===== config.mk =====
export PLATFORM = sky130hd
export DESIGN_NAME = flash_status_host
export DESIGN_NICKNAME = d
export VERILOG_FILES = /design/src/shared/flash_status_pkg.sv /design/src/hdl/flash_bus_cycle.sv /design/src/hdl/flash_status_host.sv
export SDC_FILE = /design/constraint.sdc
export NUM_CORES = 1
export LEC_CHECK = 0
export BUFFER_PORTS_ARGS = -buffer_cell sky130_fd_sc_hd__buf_2
export CORE_UTILIZATION = 35
export CTS_CLUSTER_SIZE = 20
export DETAILED_ROUTE_END_ITERATION = 10
export PLACE_DENSITY_LB_ADDON = 0.2
export REMOVE_ABC_BUFFERS = 1
export SKIP_CTS_REPAIR_TIMING = 1
export SLEW_MARGIN = 20
export SYNTH_ARGS = -nofsm -noshare
export SYNTH_HDL_FRONTEND = slang
export SYNTH_SLANG_ARGS = --single-unit

===== constraint.sdc =====
create_clock -name ref_clk -period 8.15 [get_ports ref_clk]
set_input_delay 1.63 -clock ref_clk [delete_from_list [all_inputs] [get_ports ref_clk]]
set_output_delay 1.63 -clock ref_clk [all_outputs]
set_load 0.01 [all_outputs]

===== src/shared/flash_status_pkg.sv =====
package flash_status_pkg;

  // Clock rate and bus timing for the asynchronous flash read and write cycles
  localparam int unsigned clk_mhz = 100;
  localparam int unsigned read_low_ns = 70;
  localparam int unsigned read_low_cycles = (read_low_ns * clk_mhz + 999) / 1000;
  localparam int unsigned write_low_ns = 50;
  localparam int unsigned write_low_cycles = (write_low_ns * clk_mhz + 999) / 1000;
  localparam int unsigned gap_ns = 30;
  localparam int unsigned gap_cycles = (gap_ns * clk_mhz + 999) / 1000;
  localparam int unsigned count_w = 8;

  // Status bit positions on the data bus
  localparam int unsigned polling_bit_pos = 7;
  localparam int unsigned first_toggle_bit_pos = 6;
  localparam int unsigned timeout_flag_pos = 5;
  localparam int unsigned erase_timer_flag_pos = 3;
  localparam int unsigned second_toggle_bit_pos = 2;

  // Flash reset command byte
  localparam logic [7:0] reset_cmd = 8'hf0;

  // Controller register offsets (word addresses)
  localparam logic [3:0] ctrl_off = 4'h0;
  localparam logic [3:0] addr_off = 4'h1;
  localparam logic [3:0] data_off = 4'h2;
  localparam logic [3:0] stat_off = 4'h3;
  localparam logic [3:0] last_off = 4'h4;

  // Control register bits
  localparam int unsigned go_toggle_pos = 0;
  localparam int unsigned go_poll_pos = 1;
  localparam int unsigned go_read_pos = 2;
  localparam int unsigned go_write_pos = 3;
  localparam int unsigned abort_pos = 4;

  // Status register bits
  localparam int unsigned st_busy_pos = 0;
  localparam int unsigned st_done_pos = 1;
  localparam int unsigned st_fail_pos = 2;
  localparam int unsigned st_rdy_pos = 3;

  localparam logic [20:0] addr_reset = 21'h000000;
  localparam logic [7:0] data_reset = 8'h00;

  // One flash bus cycle request and its answer
  typedef struct packed {
    logic go;
    logic write;
    logic [20:0] addr;
    logic [7:0] data;
  } bus_req_s;

  typedef struct packed {
    logic done;
    logic [7:0] data;
  } bus_ans_s;

  // Flash pins driven by the controller
  typedef struct packed {
    logic chip_select_n;
    logic output_strobe_n;
    logic write_strobe_n;
    logic [20:0] addr;
    logic [7:0] dq_out;
    logic dq_oe;
  } flash_pins_s;

endpackage : flash_status_pkg


===== src/hdl/flash_bus_cycle.sv =====
module flash_bus_cycle (
  input wire logic ref_clk, // 100 MHz clock
  input wire logic reset, // Async reset, active high
  input flash_status_pkg::bus_req_s req, // Cycle request
  output flash_status_pkg::bus_ans_s ans, // Cycle answer
  output flash_status_pkg::flash_pins_s pins, // Flash pins
  input wire logic [7:0] dq_in // Data pins, synchronised
);

  typedef enum logic [3:0] {
    st_idle = 4'b0001,
    st_low = 4'b0010,
    st_gap = 4'b0100,
    st_done = 4'b1000
  } cyc_e;

  typedef struct packed {
    cyc_e st;
    logic [flash_status_pkg::count_w-1:0] cnt;
    logic write;
    logic [7:0] data;
    flash_status_pkg::flash_pins_s pins;
  } cyc_s;

  cyc_s s_reg;
  cyc_s s_next;

  function automatic logic [flash_status_pkg::count_w-1:0] cyc_len(input int unsigned n);
    cyc_len = flash_status_pkg::count_w'(n);
  endfunction : cyc_len

  ////////////////////////////////////////////////////////////////////
  // One strobe pulse per request; strobes both rise so the flash sees edges
  always_comb begin
    s_next = s_reg;
    unique case (s_reg.st)
      st_idle: begin
        if (req.go) begin
          s_next.st = st_low;
          s_next.write = req.write;
          s_next.pins.addr = req.addr;
          s_next.pins.chip_select_n = 1'b0;
          s_next.pins.dq_out = req.data;
          s_next.pins.dq_oe = req.write;
          s_next.pins.write_strobe_n = ~req.write;
          s_next.pins.output_strobe_n = req.write;
          s_next.cnt = req.write ? cyc_len(flash_status_pkg::write_low_cycles)
                                 : cyc_len(flash_status_pkg::read_low_cycles);
        end
      end
      st_low: begin
        if (s_reg.cnt > 1) begin
          s_next.cnt = s_reg.cnt - 1'b1;
        end else begin
          // Latch data before the strobe rises, one read cycle ends here
          s_next.data = dq_in;
          s_next.pins.write_strobe_n = 1'b1;
          s_next.pins.output_strobe_n = 1'b1;
          s_next.pins.chip_select_n = 1'b1;
          s_next.st = st_gap;
          s_next.cnt = cyc_len(flash_status_pkg::gap_cycles);
        end
      end
      st_gap: begin
        // Hold data a while after the write strobe rises
        if (s_reg.cnt > 1) begin
          s_next.cnt = s_reg.cnt - 1'b1;
        end else begin
          s_next.pins.dq_oe = 1'b0;
          s_next.st = st_done;
        end
      end
      st_done: begin
        s_next.st = st_idle;
      end
    endcase
  end

  always_ff @(posedge ref_clk or posedge reset) begin
    if (reset) begin
      s_reg.st <= st_idle;
      s_reg.cnt <= '0;
      s_reg.write <= 1'b0;
      s_reg.data <= flash_status_pkg::data_reset;
      s_reg.pins <= '{chip_select_n: 1'b1, output_strobe_n: 1'b1, write_strobe_n: 1'b1,
                      addr: flash_status_pkg::addr_reset, dq_out: 8'h00, dq_oe: 1'b0};
    end else begin
      s_reg <= s_next;
    end
  end

  assign pins = s_reg.pins;
  assign ans.done = (s_reg.st == st_done);
  assign ans.data = s_reg.data;

endmodule : flash_bus_cycle


===== src/hdl/flash_status_host.sv =====
// Notes on behaviour
// - Status reads for polling go to the programmed address.
// - Sector erase status is read inside a chosen sector.
// - After polling bit turns true, full byte is taken on a later read.
// - Toggle test reads full byte twice and compares bit 6 only; equal means finished.
// - Toggling with timeout set: recheck, then issue reset command if still toggling.
// - Monitoring paused restarts the toggle check from its first step.
// - Polling bit is read again even after timeout flag is seen set; here the re-read is judged on bit 6 toggling, not bit 7.
// - Chip erase polling uses any non-protected sector address.
//
// Decided for this implementation: strobed register access and the address map.
module flash_status_host (
  input wire logic ref_clk, // 100 MHz clock
  input wire logic reset, // Async reset, active high
  input wire logic [3:0] reg_addr, // Register word address
  input wire logic [31:0] reg_wdata, // Register write data
  input wire logic reg_write, // Write strobe
  input wire logic reg_read, // Read strobe
  output logic [31:0] reg_rdata, // Read data, cycle after strobe
  output logic [20:0] flash_addr, // Flash address pins
  input wire logic [7:0] flash_dq_in, // Flash data pins in
  output logic [7:0] flash_dq_out, // Flash data pins out
  output logic flash_dq_oe, // High while driving data pins
  output logic chip_select_n, // Flash chip select
  output logic output_strobe_n, // Flash read strobe
  output logic write_strobe_n, // Flash write strobe
  input wire logic ready_busy_n // Flash open-drain ready line
);

  typedef enum logic [7:0] {
    h_idle = 8'b00000001,
    h_rd1 = 8'b00000010,
    h_rd2 = 8'b00000100,
    h_rd3 = 8'b00001000,
    h_rd4 = 8'b00010000,
    h_poll = 8'b00100000,
    h_rst = 8'b01000000,
    h_one = 8'b10000000
  } host_e;

  typedef struct packed {
    host_e st;
    logic [20:0] addr;
    logic [7:0] wdata;
    logic [7:0] expect_data;
    logic [7:0] first;
    logic [7:0] last;
    logic done;
    logic fail;
    logic [31:0] rdata;
    logic [7:0] dq_s1;
    logic [7:0] dq_s2;
    logic rb_s1;
    logic rb_s2;
    flash_status_pkg::bus_req_s req;
  } host_s;

  host_s s_reg;
  host_s s_next;
  flash_status_pkg::bus_ans_s ans;
  flash_status_pkg::flash_pins_s pins;

  // First toggle bit (bit 6) differs between two reads
  function automatic logic toggling(input logic [7:0] a, input logic [7:0] b);
    toggling = (a[flash_status_pkg::first_toggle_bit_pos] !=
                b[flash_status_pkg::first_toggle_bit_pos]);
  endfunction : toggling

  function automatic flash_status_pkg::bus_req_s rd_req(input logic [20:0] a);
    rd_req = '{go: 1'b1, write: 1'b0, addr: a, data: 8'h00};
  endfunction : rd_req

  ////////////////////////////////////////////////////////////////////
  // Bus cycle engine on the flash pins
  flash_bus_cycle u_cycle (
    .ref_clk(ref_clk),
    .reset(reset),
    .req(s_reg.req),
    .ans(ans),
    .pins(pins),
    .dq_in(s_reg.dq_s2)
  );

  ////////////////////////////////////////////////////////////////////
  // Register access and status procedures
  always_comb begin
    s_next = s_reg;
    s_next.req.go = 1'b0;
    // Pins come from outside, two flops before use
    s_next.dq_s1 = flash_dq_in;
    s_next.dq_s2 = s_reg.dq_s1;
    s_next.rb_s1 = ready_busy_n;
    s_next.rb_s2 = s_reg.rb_s1;
    // Read data stands only in the cycle after the strobe
    s_next.rdata = 32'h00000000;
    if (reg_read) begin
      unique case (reg_addr)
        flash_status_pkg::addr_off: s_next.rdata = {11'h000, s_reg.addr};
        flash_status_pkg::data_off: s_next.rdata = {16'h0000, s_reg.expect_data, s_reg.wdata};
        flash_status_pkg::stat_off: begin
          s_next.rdata[flash_status_pkg::st_busy_pos] = (s_reg.st != h_idle);
          s_next.rdata[flash_status_pkg::st_done_pos] = s_reg.done;
          s_next.rdata[flash_status_pkg::st_fail_pos] = s_reg.fail;
          s_next.rdata[flash_status_pkg::st_rdy_pos] = s_reg.rb_s2;
        end
        flash_status_pkg::last_off: s_next.rdata = {24'h000000, s_reg.last};
        default: s_next.rdata = 32'h00000000;
      endcase
    end
    if (reg_write && reg_addr == flash_status_pkg::addr_off) begin
      s_next.addr = reg_wdata[20:0];
    end
    if (reg_write && reg_addr == flash_status_pkg::data_off) begin
      s_next.wdata = reg_wdata[7:0];
      s_next.expect_data = reg_wdata[15:8];
    end
    // Abort leaves the procedure; a later start begins from the top
    if (reg_write && reg_addr == flash_status_pkg::ctrl_off &&
        reg_wdata[flash_status_pkg::abort_pos]) begin
      // A bus cycle may still be in flight; drain it so a restart finds the engine idle
      if (s_reg.st == h_idle || ans.done) begin
        s_next.st = h_idle;
      end else begin
        s_next.st = h_rst;
      end
    end else begin
      unique case (s_reg.st)
        h_idle: begin
          if (reg_write && reg_addr == flash_status_pkg::ctrl_off) begin
            s_next.done = 1'b0;
            s_next.fail = 1'b0;
            if (reg_wdata[flash_status_pkg::go_toggle_pos]) begin
              s_next.st = h_rd1;
              s_next.req = rd_req(s_reg.addr);
            end else if (reg_wdata[flash_status_pkg::go_poll_pos]) begin
              s_next.st = h_poll;
              s_next.req = rd_req(s_reg.addr);
            end else if (reg_wdata[flash_status_pkg::go_read_pos]) begin
              s_next.st = h_one;
              s_next.req = rd_req(s_reg.addr);
            end else if (reg_wdata[flash_status_pkg::go_write_pos]) begin
              s_next.st = h_one;
              s_next.req = '{go: 1'b1, write: 1'b1, addr: s_reg.addr, data: s_reg.wdata};
            end
          end
        end
        h_rd1: begin
          if (ans.done) begin
            s_next.first = ans.data;
            s_next.last = ans.data;
            s_next.st = h_rd2;
            s_next.req = rd_req(s_reg.addr);
          end
        end
        h_rd2: begin
          // Two reads in a row decide whether the toggle bit moves
          if (ans.done) begin
            s_next.last = ans.data;
            if (!toggling(s_reg.first, ans.data)) begin
              s_next.done = 1'b1;
              s_next.st = h_idle;
            end else if (ans.data[flash_status_pkg::timeout_flag_pos]) begin
              s_next.st = h_rd3;
              s_next.req = rd_req(s_reg.addr);
            end else begin
              s_next.first = ans.data;
              s_next.req = rd_req(s_reg.addr);
            end
          end
        end
        h_rd3: begin
          if (ans.done) begin
            s_next.first = ans.data;
            s_next.st = h_rd4;
            s_next.req = rd_req(s_reg.addr);
          end
        end
        h_rd4: begin
          // Toggle may stop just as the timeout flag rises
          if (ans.done) begin
            s_next.last = ans.data;
            if (!toggling(s_reg.first, ans.data)) begin
              s_next.done = 1'b1;
              s_next.st = h_idle;
            end else begin
              s_next.fail = 1'b1;
              s_next.st = h_rst;
              s_next.req = '{go: 1'b1, write: 1'b1, addr: s_reg.addr,
                             data: flash_status_pkg::reset_cmd};
            end
          end
        end
        h_poll: begin
          if (ans.done) begin
            s_next.last = ans.data;
            if (ans.data[flash_status_pkg::polling_bit_pos] ==
                s_reg.expect_data[flash_status_pkg::polling_bit_pos]) begin
              // Full byte is only trusted on the next read
              s_next.st = h_one;
              s_next.done = 1'b1;
              s_next.req = rd_req(s_reg.addr);
            end else if (ans.data[flash_status_pkg::timeout_flag_pos]) begin
              // Timeout seen: one more poll read, then judge
              s_next.st = h_rd4;
              s_next.first = ans.data;
              s_next.req = rd_req(s_reg.addr);
            end else begin
              s_next.req = rd_req(s_reg.addr);
            end
          end
        end
        h_rst: begin
          // Reset command or an aborted cycle finishes here
          if (ans.done) begin
            s_next.st = h_idle;
          end
        end
        h_one: begin
          if (ans.done) begin
            s_next.last = ans.data;
            s_next.st = h_idle;
          end
        end
        default: s_next.st = h_idle;
      endcase
    end
  end

  always_ff @(posedge ref_clk or posedge reset) begin
    if (reset) begin
      s_reg <= '0;
      s_reg.st <= h_idle;
      s_reg.addr <= flash_status_pkg::addr_reset;
      s_reg.rb_s1 <= 1'b1;
      s_reg.rb_s2 <= 1'b1;
    end else begin
      s_reg <= s_next;
    end
  end

  // Pins straight from the cycle engine flops
  assign reg_rdata = s_reg.rdata;
  assign flash_addr = pins.addr;
  assign flash_dq_out = pins.dq_out;
  assign flash_dq_oe = pins.dq_oe;
  assign chip_select_n = pins.chip_select_n;
  assign output_strobe_n = pins.output_strobe_n;
  assign write_strobe_n = pins.write_strobe_n;

endmodule : flash_status_host


# Word level (Yosys, flattened, before mapping)
# Cells that the tools add are included.
# Widths: inputs -> output; s select.
[op_classes]
addsub = 1
magnitude_cmp = 1
n_eq_ne = 48
n_mux = 64
n_bitwise = 3
reduce_logical = 28
[ops]
columns = ["op", "count"]
rows = [
  ["$mux 31", 11],
  ["$mux 8", 19],
  ["$pmux 31 s4", 1],
  ["$pmux 8 s7", 1],
  ["$pmux 17 s3", 1],
  ["$mux 7", 6],
  ["$pmux 8 s5", 1],
  ["$mux 33", 1],
  ["$mux 16", 2],
  ["$pmux 4 s4", 2],
  ["$ne 2x2->1 const B", 15],
  ["$pmux 7 s4", 1],
  ["$pmux 8 s3", 1],
  ["$mux 21", 1],
  ["$reduce_and 10->1", 2],
  ["$ne 3x3->1 const B", 6],
  ["$mux 15", 1],
  ["$reduce_and 7->1", 2],
  ["$mux 13", 1],
  ["$eq 4x2->1 const B", 3],
  ["$reduce_and 3->1", 4],
  ["$reduce_bool 4->1", 3],
  ["$mux 10", 1],
  ["$reduce_and 9->1", 1],
  ["39 further kinds", 58],
]
[word_totals]
regBits = 197
in_bits = 49
out_inout_bits = 65
word_cells = 172

# Logic depth before layout (Yosys ltp)
# Gate-level depths: netlist (run 1).
[logic_depth]
ltp_word = 7
ltp_mapped = 8
mapped_depth_nobuf = 8

# Hierarchy
# A second synthesis (run 1) with hierarchy kept.
[unflattened]
hier_cells = 715
area_unflattened_um2 = 8094.0
[by_module_without_submodules]
columns = ["module", "instances", "cells_per_inst", "area_each_um2", "seq_area_each_um2"]
rows = [
  ["flash_status_host", 1, 433, 5455.2, 3156.8],
  ["flash_bus_cycle", 1, 282, 2638.8, 1331.3],
]

# Worst setup path before layout (run 1)
# Ideal clock, no wire load.
[synth_path]
path_kind = "input -> register"
from = "in reg_addr[1]"
to = "reg s_reg[10] in the netlist's numbering"
setup_ps = 125
t_arrival_ps = 3161
required_time_ps = 8025
slack_ps = 4864
path_stages = 8
n_path_buf = 2
cell_sequence = "buf_2 > nor2_1 > and3_1 > a21oi_2 > a21o_1 > nor3_2 > buf_4 > mux2_2"
[synth_via]
elab_chain_cells = 5
elab_cells_between_ends = 6
cone_classes = "eq/ne (1); bitwise (1); reduce/logical (4)"
[synth_rtl]
columns = ["element", "line", "rtl"]
rows = [
  ["start, declared", "flash_status_host.sv:15", "input wire logic [3:0] reg_addr,"],
  ["$logic_not 4->1 (*)", "flash_status_host.sv:118, flash_status_host.sv:129", ""],
  ["$logic_and 1x1->1 (*)", "flash_status_host.sv:118, flash_status_host.sv:129", ""],
  ["branches (longest 2 deep; another with $ne 2x2->1)", "-", ""],
  ["$reduce_and 9->1 (no line) (*)", "-", ""],
  ["end signal, assigned", "flash_status_host.sv:237", "s_reg <= s_next;"],
  ["end, declared", "flash_status_host.sv:58", "host_s s_reg;"],
]
# Every way passes the cells marked *.
# A chain may end at the register's enable or synchronous reset.

# Final worst setup path (run 1)
[layout_path]
from = "in reg_addr[2]"
to = "reg s_reg[133] in the netlist's numbering"
[layout_via]
elab_chain_cells = 2
[layout_rtl]
columns = ["element", "line", "rtl"]
rows = [
  ["$eq 4x1->1", "flash_status_host.sv:110", "if (reg_write && reg_addr == flash_status_pkg::addr_off) begin"],
  ["$logic_and 1x1->1", "flash_status_host.sv:110", ""],
]
# Every way passes these cells.

==> results.yml, run 1 <==
sta:
  rsz0062_at_grt: "false"
  slew_headroom_pct: 26.73
  maxSlewViolCount: 0
  setup_viol_count_final: 0
  post-route-min-period_ns: 3.430
  finalWorstSetupSlack_ns: 4.720
  holdWs_ns: 0.3542
  tns_ns: 0
  finalHoldViolations: 0
  finClkSkew_ns: 0.01258
  max_freq_ghz: 0.2916
  tightest_slew_ns: 1.096
  finalCritPeriodShare_pct: 42.08
run:
  cap_viol_max_count: 0
worst_setup_path:
  timing.rr.start: "s_reg[138]"
  arrival_ns: 3.74
  startpoint: "reg_addr[2]"
  required_ns: 8.46
  end_kind: "register"
  crit_end: "s_reg[133]"
  r2r_cells: 5
  rrSetupSlack_ns: 5.43
  r2r-end: "s_reg[6]"
  worstPathMaxFanout: 21
  crit_type: "primary input to register"
  critPathLaunchType: "primary input"
grt:
  grt_max_degree: 113
  grt_pass1_wl_um: 28400
  antenna_found_initial: 0
  grtUsageTotal_pct: 15.76
  overflow: 0
  grt_pass1_vias: 5074
layout:
  area_growth_pct: 11.62
  n_antenna_cell: 0
  finalNonFillerCells: 1029
  largest_reg_flops: 96
  final_util_pct: 40.02
  design_area_um2: 8788
  nets: 787
  drive_above_1_share_pct: 30.17
placement:
  hpwlAfterDp_um: 11660
  gp_congestion: 0.8241
  numPortBuffers: 91
  placedCellCount: 997
  placedInstanceArea_um2: 8214
  dpl_worst_slack_ns: 4.257
yosys:
  synthFlopType: "dfrtp_1"
  ys_warn_count: 0
  ys_async_sr_fraction_pct: 100.0
  ys_seq_elements: 179
  syn_avg_cell_area_um2: 11.28
  ys_seq_area_share_pct: 57.00
  netlist_area_um2: 7874
  yosysUniqueCellTypes: 59
  synth_cells: 698
  synth_edf_count: 0
route:
  dr.first_iter.drc_count: 293
  routed_wl_um: 17350
  drtAntennaViolNets: 0
  drc: 12
  post_drt_wl_per_cell_um: 16.86
  dr.pass1.iters: 8
  avgViaCountPerCell: 4.956
  num_vias: 5100
clock_network:
  clk_pin_slew_ns: 0.07
  cts_tree: "yes"
  root_buffer: "clkbuf_16"
  clock_sinks: 179
  clk_latency_ns: 0.43
  htreeDepth: 4
  cts_buffers: 17
  clk_path_buf_depth: 2
floorplanning:
  die_h_um: 152.0
  io_pins: 114
  start_util_pct: 35.86
  core_area_um2: 21960
  dieArea_um2: 23100
  rows: 54
  die_w_um: 152.0
pwr:
  ir_worst_vdd_mv: 0.1559
  leakagePower_nw: 4.253
  p_per_area_nw_per_um2: 325.0
  total_power_mw: 2.856
min_path:
  hp-class: "register to register"
  min-delay-start: "s_next[36]"
outcome:
  violations: "DRC"
  status: "complete, but fails checks"
[critical path, stage by stage]
cell,delay [ns]
buf_2,0.14
nor2_1,0.16
nand2_1,0.19
nor2_1,0.13
buf_4,0.25
nand2_1,0.68
mux2_2,0.54
[cell type report]
type / instances / area, µm²
Timing Repair Buffer: 99 / 515.5
Sequential cell: 179 / 4488
Clock buffer: 18 / 429.2
Inverter: 19 / 78.83
Fill cell: 2133 / 13170
Clock inverter: 14 / 142.6
Tap cell: 280 / 350.3
Multi-Input combinational cell: 420 / 2784
[how the worst min path moves through the flow]
stage	endpoint	slack [ns]	depth (start not counted)
6_report	s_reg[36]	0.35	0
5_1_grt	s_reg[35]	0.37	0
4_1_cts	s_reg[36]	0.36	0
3_5_place_dp	s_reg[38]	0.34	0
3_3_place_gp	s_reg[38]	0.34	0
2_1_floorplan	s_reg[33]	0.33	0
[layer usage]
| layer | track usage, % | wire (µm) | up-vias |
|---|---|---|---|
| met5 | 0 | 0 | - |
| met3 | 3.195 | 592 | 14 |
| met4 | 4.665 | 193 | 0 |
| met2 | 24.93 | 8144 | 116 |
| met1 | 21.86 | 8422 | 2565 |
| li1 | - | - | 2405 |
[logic make-up (layout without fill, tap and decap cells)]
family | after synthesis | after routing | share of synthesized area (%)
xor+xnor | 13 | 13 | 1.446
compound gates | 79 | 79 | 6.960
flops | 179 | 179 | 57.00
buf+inv | 109 | 150 | 8.374
mux | 88 | 88 | 12.38
simple gates | 227 | 227 | 13.48
other cells | 1 | 11 | 0.04763
fa+ha+maj | 2 | 2 | 0.3178
[power breakdown]
part	internal [mW]	switching, mW
registers	1.08	0.151
clock network	0.431	0.371
logic	0.390	0.436
total	1.90	0.959
[placed cells by master, fill, tap and decap left out, types with 5 or more instances in the layout]
master | Yosys | final
xor2_1 | 10 | 10
dfstp_2 | 7 | 7
and3_1 | 8 | 8
mux2_2 | 75 | 75
nand2b_1 | 7 | 7
o21ai_0 | 20 | 20
dfrtp_1 | 172 | 172
nor3_1 | 13 | 12
clkbuf_16 | 0 | 17
buf_4 | 63 | 8
inv_6 | 0 | 5
buf_2 | 5 | 91
a22oi_1 | 9 | 9
nand3_1 | 11 | 11
conb_1 | 1 | 11
inv_1 | 19 | 18
nand4_1 | 6 | 6
a21oi_1 | 18 | 18
nand2_1 | 109 | 109
mux2i_1 | 13 | 13
nor2_1 | 47 | 47
[synth_stat cells (2+ instances only)]
cell type | count | area share (%)
a211oi_1 | 2 | 0.19
xor2_1 | 10 | 1.1
mux2_2 | 75 | 11
o2111ai_1 | 2 | 0.22
a311o_1 | 2 | 0.25
mux2i_1 | 13 | 1.7
clkbuf_1 | 21 | 1.0
or3_1 | 3 | 0.24
nor2_1 | 47 | 2.2
nor4b_1 | 2 | 0.22
inv_1 | 19 | 0.91
buf_2 | 5 | 0.32
o21ai_0 | 20 | 1.3
xnor2_1 | 3 | 0.33
nand2_1 | 109 | 5.2
and3_1 | 8 | 0.64
a221oi_1 | 4 | 0.44
a22oi_1 | 9 | 0.86
dfrtp_1 | 172 | 55
nand2b_1 | 7 | 0.56
a222oi_1 | 4 | 0.51
dfstp_2 | 7 | 2.3
a31oi_1 | 4 | 0.32
or4_1 | 4 | 0.38
nand4_1 | 6 | 0.48
nor2b_1 | 2 | 0.16
ha_1 | 2 | 0.32
nor3_2 | 3 | 0.38
nand3_1 | 11 | 0.70
nor3_1 | 13 | 0.83
nor4_1 | 2 | 0.16
a21oi_1 | 18 | 1.1
buf_4 | 63 | 6.0
Note: power is estimated with default switching activity, not from simulation.
==> inputs of run 2 (changes only) <==
clock period = 3.4 ns   (was 8.15 ns; I/O delays follow)
==> run 2 against run 1 <==
The run still ends with DRC left. First-iteration DRC count shrank 14%. Via count up 0.96%. Largest power group unchanged. Critical path depth decreased by 1. Worst setup slack lost 4.0 ns. Critical endpoint is now s_reg[19]. Critical path type is now register to register. Clock skew is 0.0034 ns lower. Clock-buffer cell count grew 4. Design area rose by 1.3%.
==> results.yml, run 2 (synthesis results as in run 1) <==
sta:
  tightest_slew_ns: 0.8849
  tns_ns: 0
  max_freq_ghz: 0.3789
  finalCritPeriodShare_pct: 77.63
  finalHoldViolations: 0
  maxSlewViolCount: 0
  rsz0062_at_grt: "false"
  finClkSkew_ns: 0.009215
  slew_headroom_pct: 40.86
  post-route-min-period_ns: 2.640
  setup_viol_count_final: 0
route:
  dr.pass1.iters: 9
  drc: 12
  dr.first_iter.drc_count: 253
  routed_wl_um: 17300
  avgViaCountPerCell: 4.965
  drtAntennaViolNets: 0
  post_drt_wl_per_cell_um: 16.68
  num_vias: 5149
worst_setup_path:
  arrival_ns: 2.95
  crit_type: "register to register"
  timing.rr.start: "s_reg[140]"
  worstPathMaxFanout: 21
  rrSetupSlack_ns: 0.76
  end_kind: "register"
  required_ns: 3.71
  critPathLaunchType: "register"
  r2r_cells: 6
  r2r-end: "s_reg[19]"
min_path:
  hp-class: "primary input to asynchronous set/reset pin"
clock_network:
  cts_buffers: 17
  cts_tree: "yes"
  clock_sinks: 179
  clk_latency_ns: 0.43
  clk_path_buf_depth: 2
  clk_pin_slew_ns: 0.07
  root_buffer: "clkbuf_16"
  htreeDepth: 4
floorplanning:
  die_h_um: 152.0
  die_w_um: 152.0
  dieArea_um2: 23100
  rows: 54
  io_pins: 114
  core_area_um2: 21960
  start_util_pct: 35.86
layout:
  drive_above_1_share_pct: 30.65
  largest_reg_flops: 96
  nets: 795
  design_area_um2: 8901
  area_growth_pct: 13.05
  mostFrequentLayoutCell: "dfrtp_1"
  n_fill_cell: 2050
  n_antenna_cell: 0
  final_util_pct: 40.54
  final_cell_mix: "172 x dfrtp_1, 109 x nand2_1, 91 x buf_2"
placement:
  gp_congestion: 0.8336
  hpwlAfterDp_um: 12000
  placedInstanceArea_um2: 8287
  numPortBuffers: 91
outcome:
  violations: "DRC"
  status: "complete, but fails checks"
run:
  cap_viol_max_count: 0
grt:
  grt_max_degree: 67
  grtUsageTotal_pct: 15.87
  grt_pass1_wl_um: 28700
  grt_pass1_vias: 5203
  overflow: 0
  antenna_found_initial: 0
pwr:
  total_power_mw: 6.991
  p_per_area_nw_per_um2: 785.4
  ir_worst_vdd_mv: 0.3807
  leakagePower_nw: 4.321
## run 2: cell count changes in the layout (fill, tap and decap cells not counted)
cell        change
clkbuf_1        +2
bufinv_16       +2
inv_6           -2
buf_12          +1
inv_8           -4
clkinvlp_4      -3
clkinv_4        +4
buf_4           +7
clkinv_2        -1
clkbuf_8        +2
## run 2: worst max path at each step
stage / start / end / slack [ns] / depth (start not counted)
floorplan: reset / reg_rdata[0] / -2.13 / 1
global placement: reg_addr[1] / s_reg[11] / 0.58 / 8
detailed placement: reg_addr[1] / s_reg[16] / 0.57 / 8
CTS: s_reg[140] / s_reg[27] / 0.75 / 6
global route: s_reg[140] / s_reg[11] / 0.62 / 6
finish: s_reg[140] / s_reg[19] / 0.76 / 6
## run 2: cell type report
type	instances	area, µm²	share of cell area [%]
clock inverters	10	150.1	1.687
clock buffers	22	464.2	5.215
inverters	19	76.32	0.8575
multi-input cells	420	2784	31.28
flip-flops and latches	179	4488	50.42
well taps	280	350.3	3.936
repair buffers	107	588.1	6.607
## run 2: stage by stage
stage	hold WS [ns]	instances	worst slack (ns)
2_1_floorplan	0.3312	618	-2.127
3_3_place_gp	0.3355	1005	0.5831
3_5_place_dp	0.3378	1005	0.5670
4_1_cts	0.3219	1037	0.7453
5_1_grt	0.3256	1037	0.6165
6_report	0.3165	1037	0.7604
## run 2: per-layer routing
layer | vias up | global-route usage, % | part of all wire, %
met5 | - | 0 | 0
met1 | 2579 | 21.89 | 48
met4 | 0 | 4.519 | 1.0
met2 | 137 | 25.15 | 47
li1 | 2420 | - | -
met3 | 13 | 3.451 | 4.3
## run 2: where the power goes
group          switching, mW  total, mW  internal [mW]
clock                  0.818       2.02           1.21
sequential             0.371       2.95           2.58
combinational           1.04       2.02          0.971
## run 2: worst max-delay path, cell delays in order, from the launching register on
cell	delay [ns]
dfrtp_1	0.46
or4_1	0.70
a211oi_4	0.32
nor3_2	0.14
nor3_4	0.17
buf_4	0.35
mux2_2	0.38
==> inputs of run 3 (changes only) <==
clock period = 2.3 ns   (was 3.4 ns; I/O delays follow)
==> run 3 against run 2 <==
The flow still finishes with violations (DRC). Fmax grew 17%. Worst setup slack worse by 0.71 ns. Cell count up 4.7%. Sequential share of layout area decreased by 2.3 points. Clock skew grew 0.0085 ns. Largest cell class unchanged. Largest power group unchanged.
==> results.yml, run 3 (synthesis results as in run 1) <==
floorplanning:
  rows: 54
  die_w_um: 152.0
  dieArea_um2: 23100
  die_h_um: 152.0
  io_pins: 114
  core_area_um2: 21960
  start_util_pct: 35.86
worst_setup_path:
  critPathLaunchType: "register"
  crit_type: "register to register"
  slowest_stage: "or4_4"
  end_kind: "register"
  path_common_cell: "nor3_4"
  worstPathMaxFanout: 21
  worst_path_largest_cell_delay_ns: 0.53
  cp_cell_sequence: "or4_4, a211oi_4, nor3_4, nor3_4, buf_12, mux2_2"
  arrival_ns: 2.57
  required_ns: 2.62
pwr:
  ir_worst_vdd_mv: 0.6287
  leakagePower_nw: 4.574
  total_power_mw: 10.52
  p_per_area_nw_per_um2: 1126
sta:
  finalHoldViolations: 0
  setup_viol_count_final: 0
  maxSlewViolCount: 0
  finalCritPeriodShare_pct: 98.01
  finalWorstSetupSlack_ns: 0.04568
  max_freq_ghz: 0.4436
  rsz0062_at_grt: "true"
  holdWs_ns: 0.07958
  finClkSkew_ns: 0.01768
  slew_headroom_pct: 64.09
  post-route-min-period_ns: 2.254
  tightest_slew_ns: 0.5386
clock_network:
  cts_tree: "yes"
  clk_pin_slew_ns: 0.07
  cts_buffers: 17
  clock_sinks: 179
  htreeDepth: 4
  clk_path_buf_depth: 2
  clk_latency_ns: 0.43
  root_buffer: "clkbuf_16"
route:
  avgViaCountPerCell: 4.864
  num_vias: 5282
  dr.first_iter.drc_count: 287
  post_drt_wl_per_cell_um: 16.70
  drtAntennaViolNets: 0
  drc: 22
  dr.pass1.iters: 8
  routed_wl_um: 18130
layout:
  drive_above_1_share_pct: 36.40
  design_area_um2: 9338
  area_growth_pct: 18.59
  mostFrequentLayoutCell: "dfrtp_1"
  finalNonFillerCells: 1086
  n_fill_cell: 2092
  largest_reg_flops: 96
  final_cell_mix: "169 x dfrtp_1, 108 x nand2_1, 91 x buf_2"
  nets: 843
grt:
  grt_max_degree: 57
  antenna_found_initial: 1
  grt_pass1_vias: 5463
  grt_pass1_wl_um: 29980
  grtUsageTotal_pct: 16.50
  overflow: 0
placement:
  placedInstanceArea_um2: 8655
  dpl_worst_slack_ns: -0.04298
  numPortBuffers: 91
  placedCellCount: 1049
  hpwlAfterDp_um: 12990
  gp_congestion: 0.8778
run:
  cap_viol_max_count: 0
min_path:
  hp-class: "primary input to asynchronous set/reset pin"
outcome:
  status: "complete, but fails checks"
  violations: "DRC"
run 3: changes by cell type in the layout (fill, tap and decap cells not counted), moves of 3 or more:
cell / change
buf_4: +44
buf_12: +3
inv_8: +3
dfrtp_1: -3
clkbuf_1: -3
dfrtp_2: +3
run 3: through the flow:
| stage | setup TNS, ns | utilization, % |
|---|---|---|
| final | 0 | 42.52 |
| after global placement | 0 | 39.41 |
| after floorplan | -552.07 | - |
| after detailed placement | -0.5789 | 39.41 |
| after global routing | -0.8035 | 42.51 |
| after CTS | -0.9806 | 42.06 |
run 3: layer usage:
metal | up-vias | share of wire, % | GRT usage [%] | routed length [µm]
met4 | 0 | 0.83 | 4.859 | 150
met3 | 8 | 3.8 | 3.223 | 698
met1 | 2637 | 49 | 23.19 | 8796
met5 | - | 0 | 0 | 0
met2 | 123 | 47 | 25.82 | 8486
li1 | 2514 | - | - | -
run 3: final timing paths:
check / end / from / cells past startpoint / slack [ns]
setup / recovery: s_reg[22] / s_reg[143] / 6 / 0.05
hold / removal: u_cycle.pins[23] / reset / 2 / 0.08
setup reg to reg: s_reg[22] / s_reg[143] / 6 / 0.05
hold reg to reg: s_reg[37] / s_next[37] / 0 / 0.35
max in group asynchronous: s_next[31] / reset / 3 / 1.48
min in group ref_clk: s_next[31] / ready_busy_n / 1 / 0.12
run 3: worst max-delay path, delay by kind of cell, from the launching register on:
kind                   cells  cell delay, ns
DFF                        1            0.42
muxes                      1            0.36
buffers and inverters      1            0.21
AOI/OAI and AO/OA          1            0.27
and+or+nand+nor            3            0.85
run 3: final cells by class:
type                       instances  area, µm²  share of cell area, %
inverter                          19      76.32                 0.8174
tap                              280      350.3                  3.752
antenna                            1      2.502                0.02680
multi-input combinational        420       2845                  30.47
timing repair buffer             155      989.7                  10.60
clock inverter                    14      142.6                  1.528
clock buffer                      18      439.2                  4.703
sequential                       179       4492                  48.10
run 3: power breakdown:
part           total (mW)  switching, mW  internal, mW  leakage [nW]
Sequential           4.29          0.493          3.80          2.30
Clock                2.86           1.30          1.56         0.287
Combinational        3.36           1.62          1.74          1.98
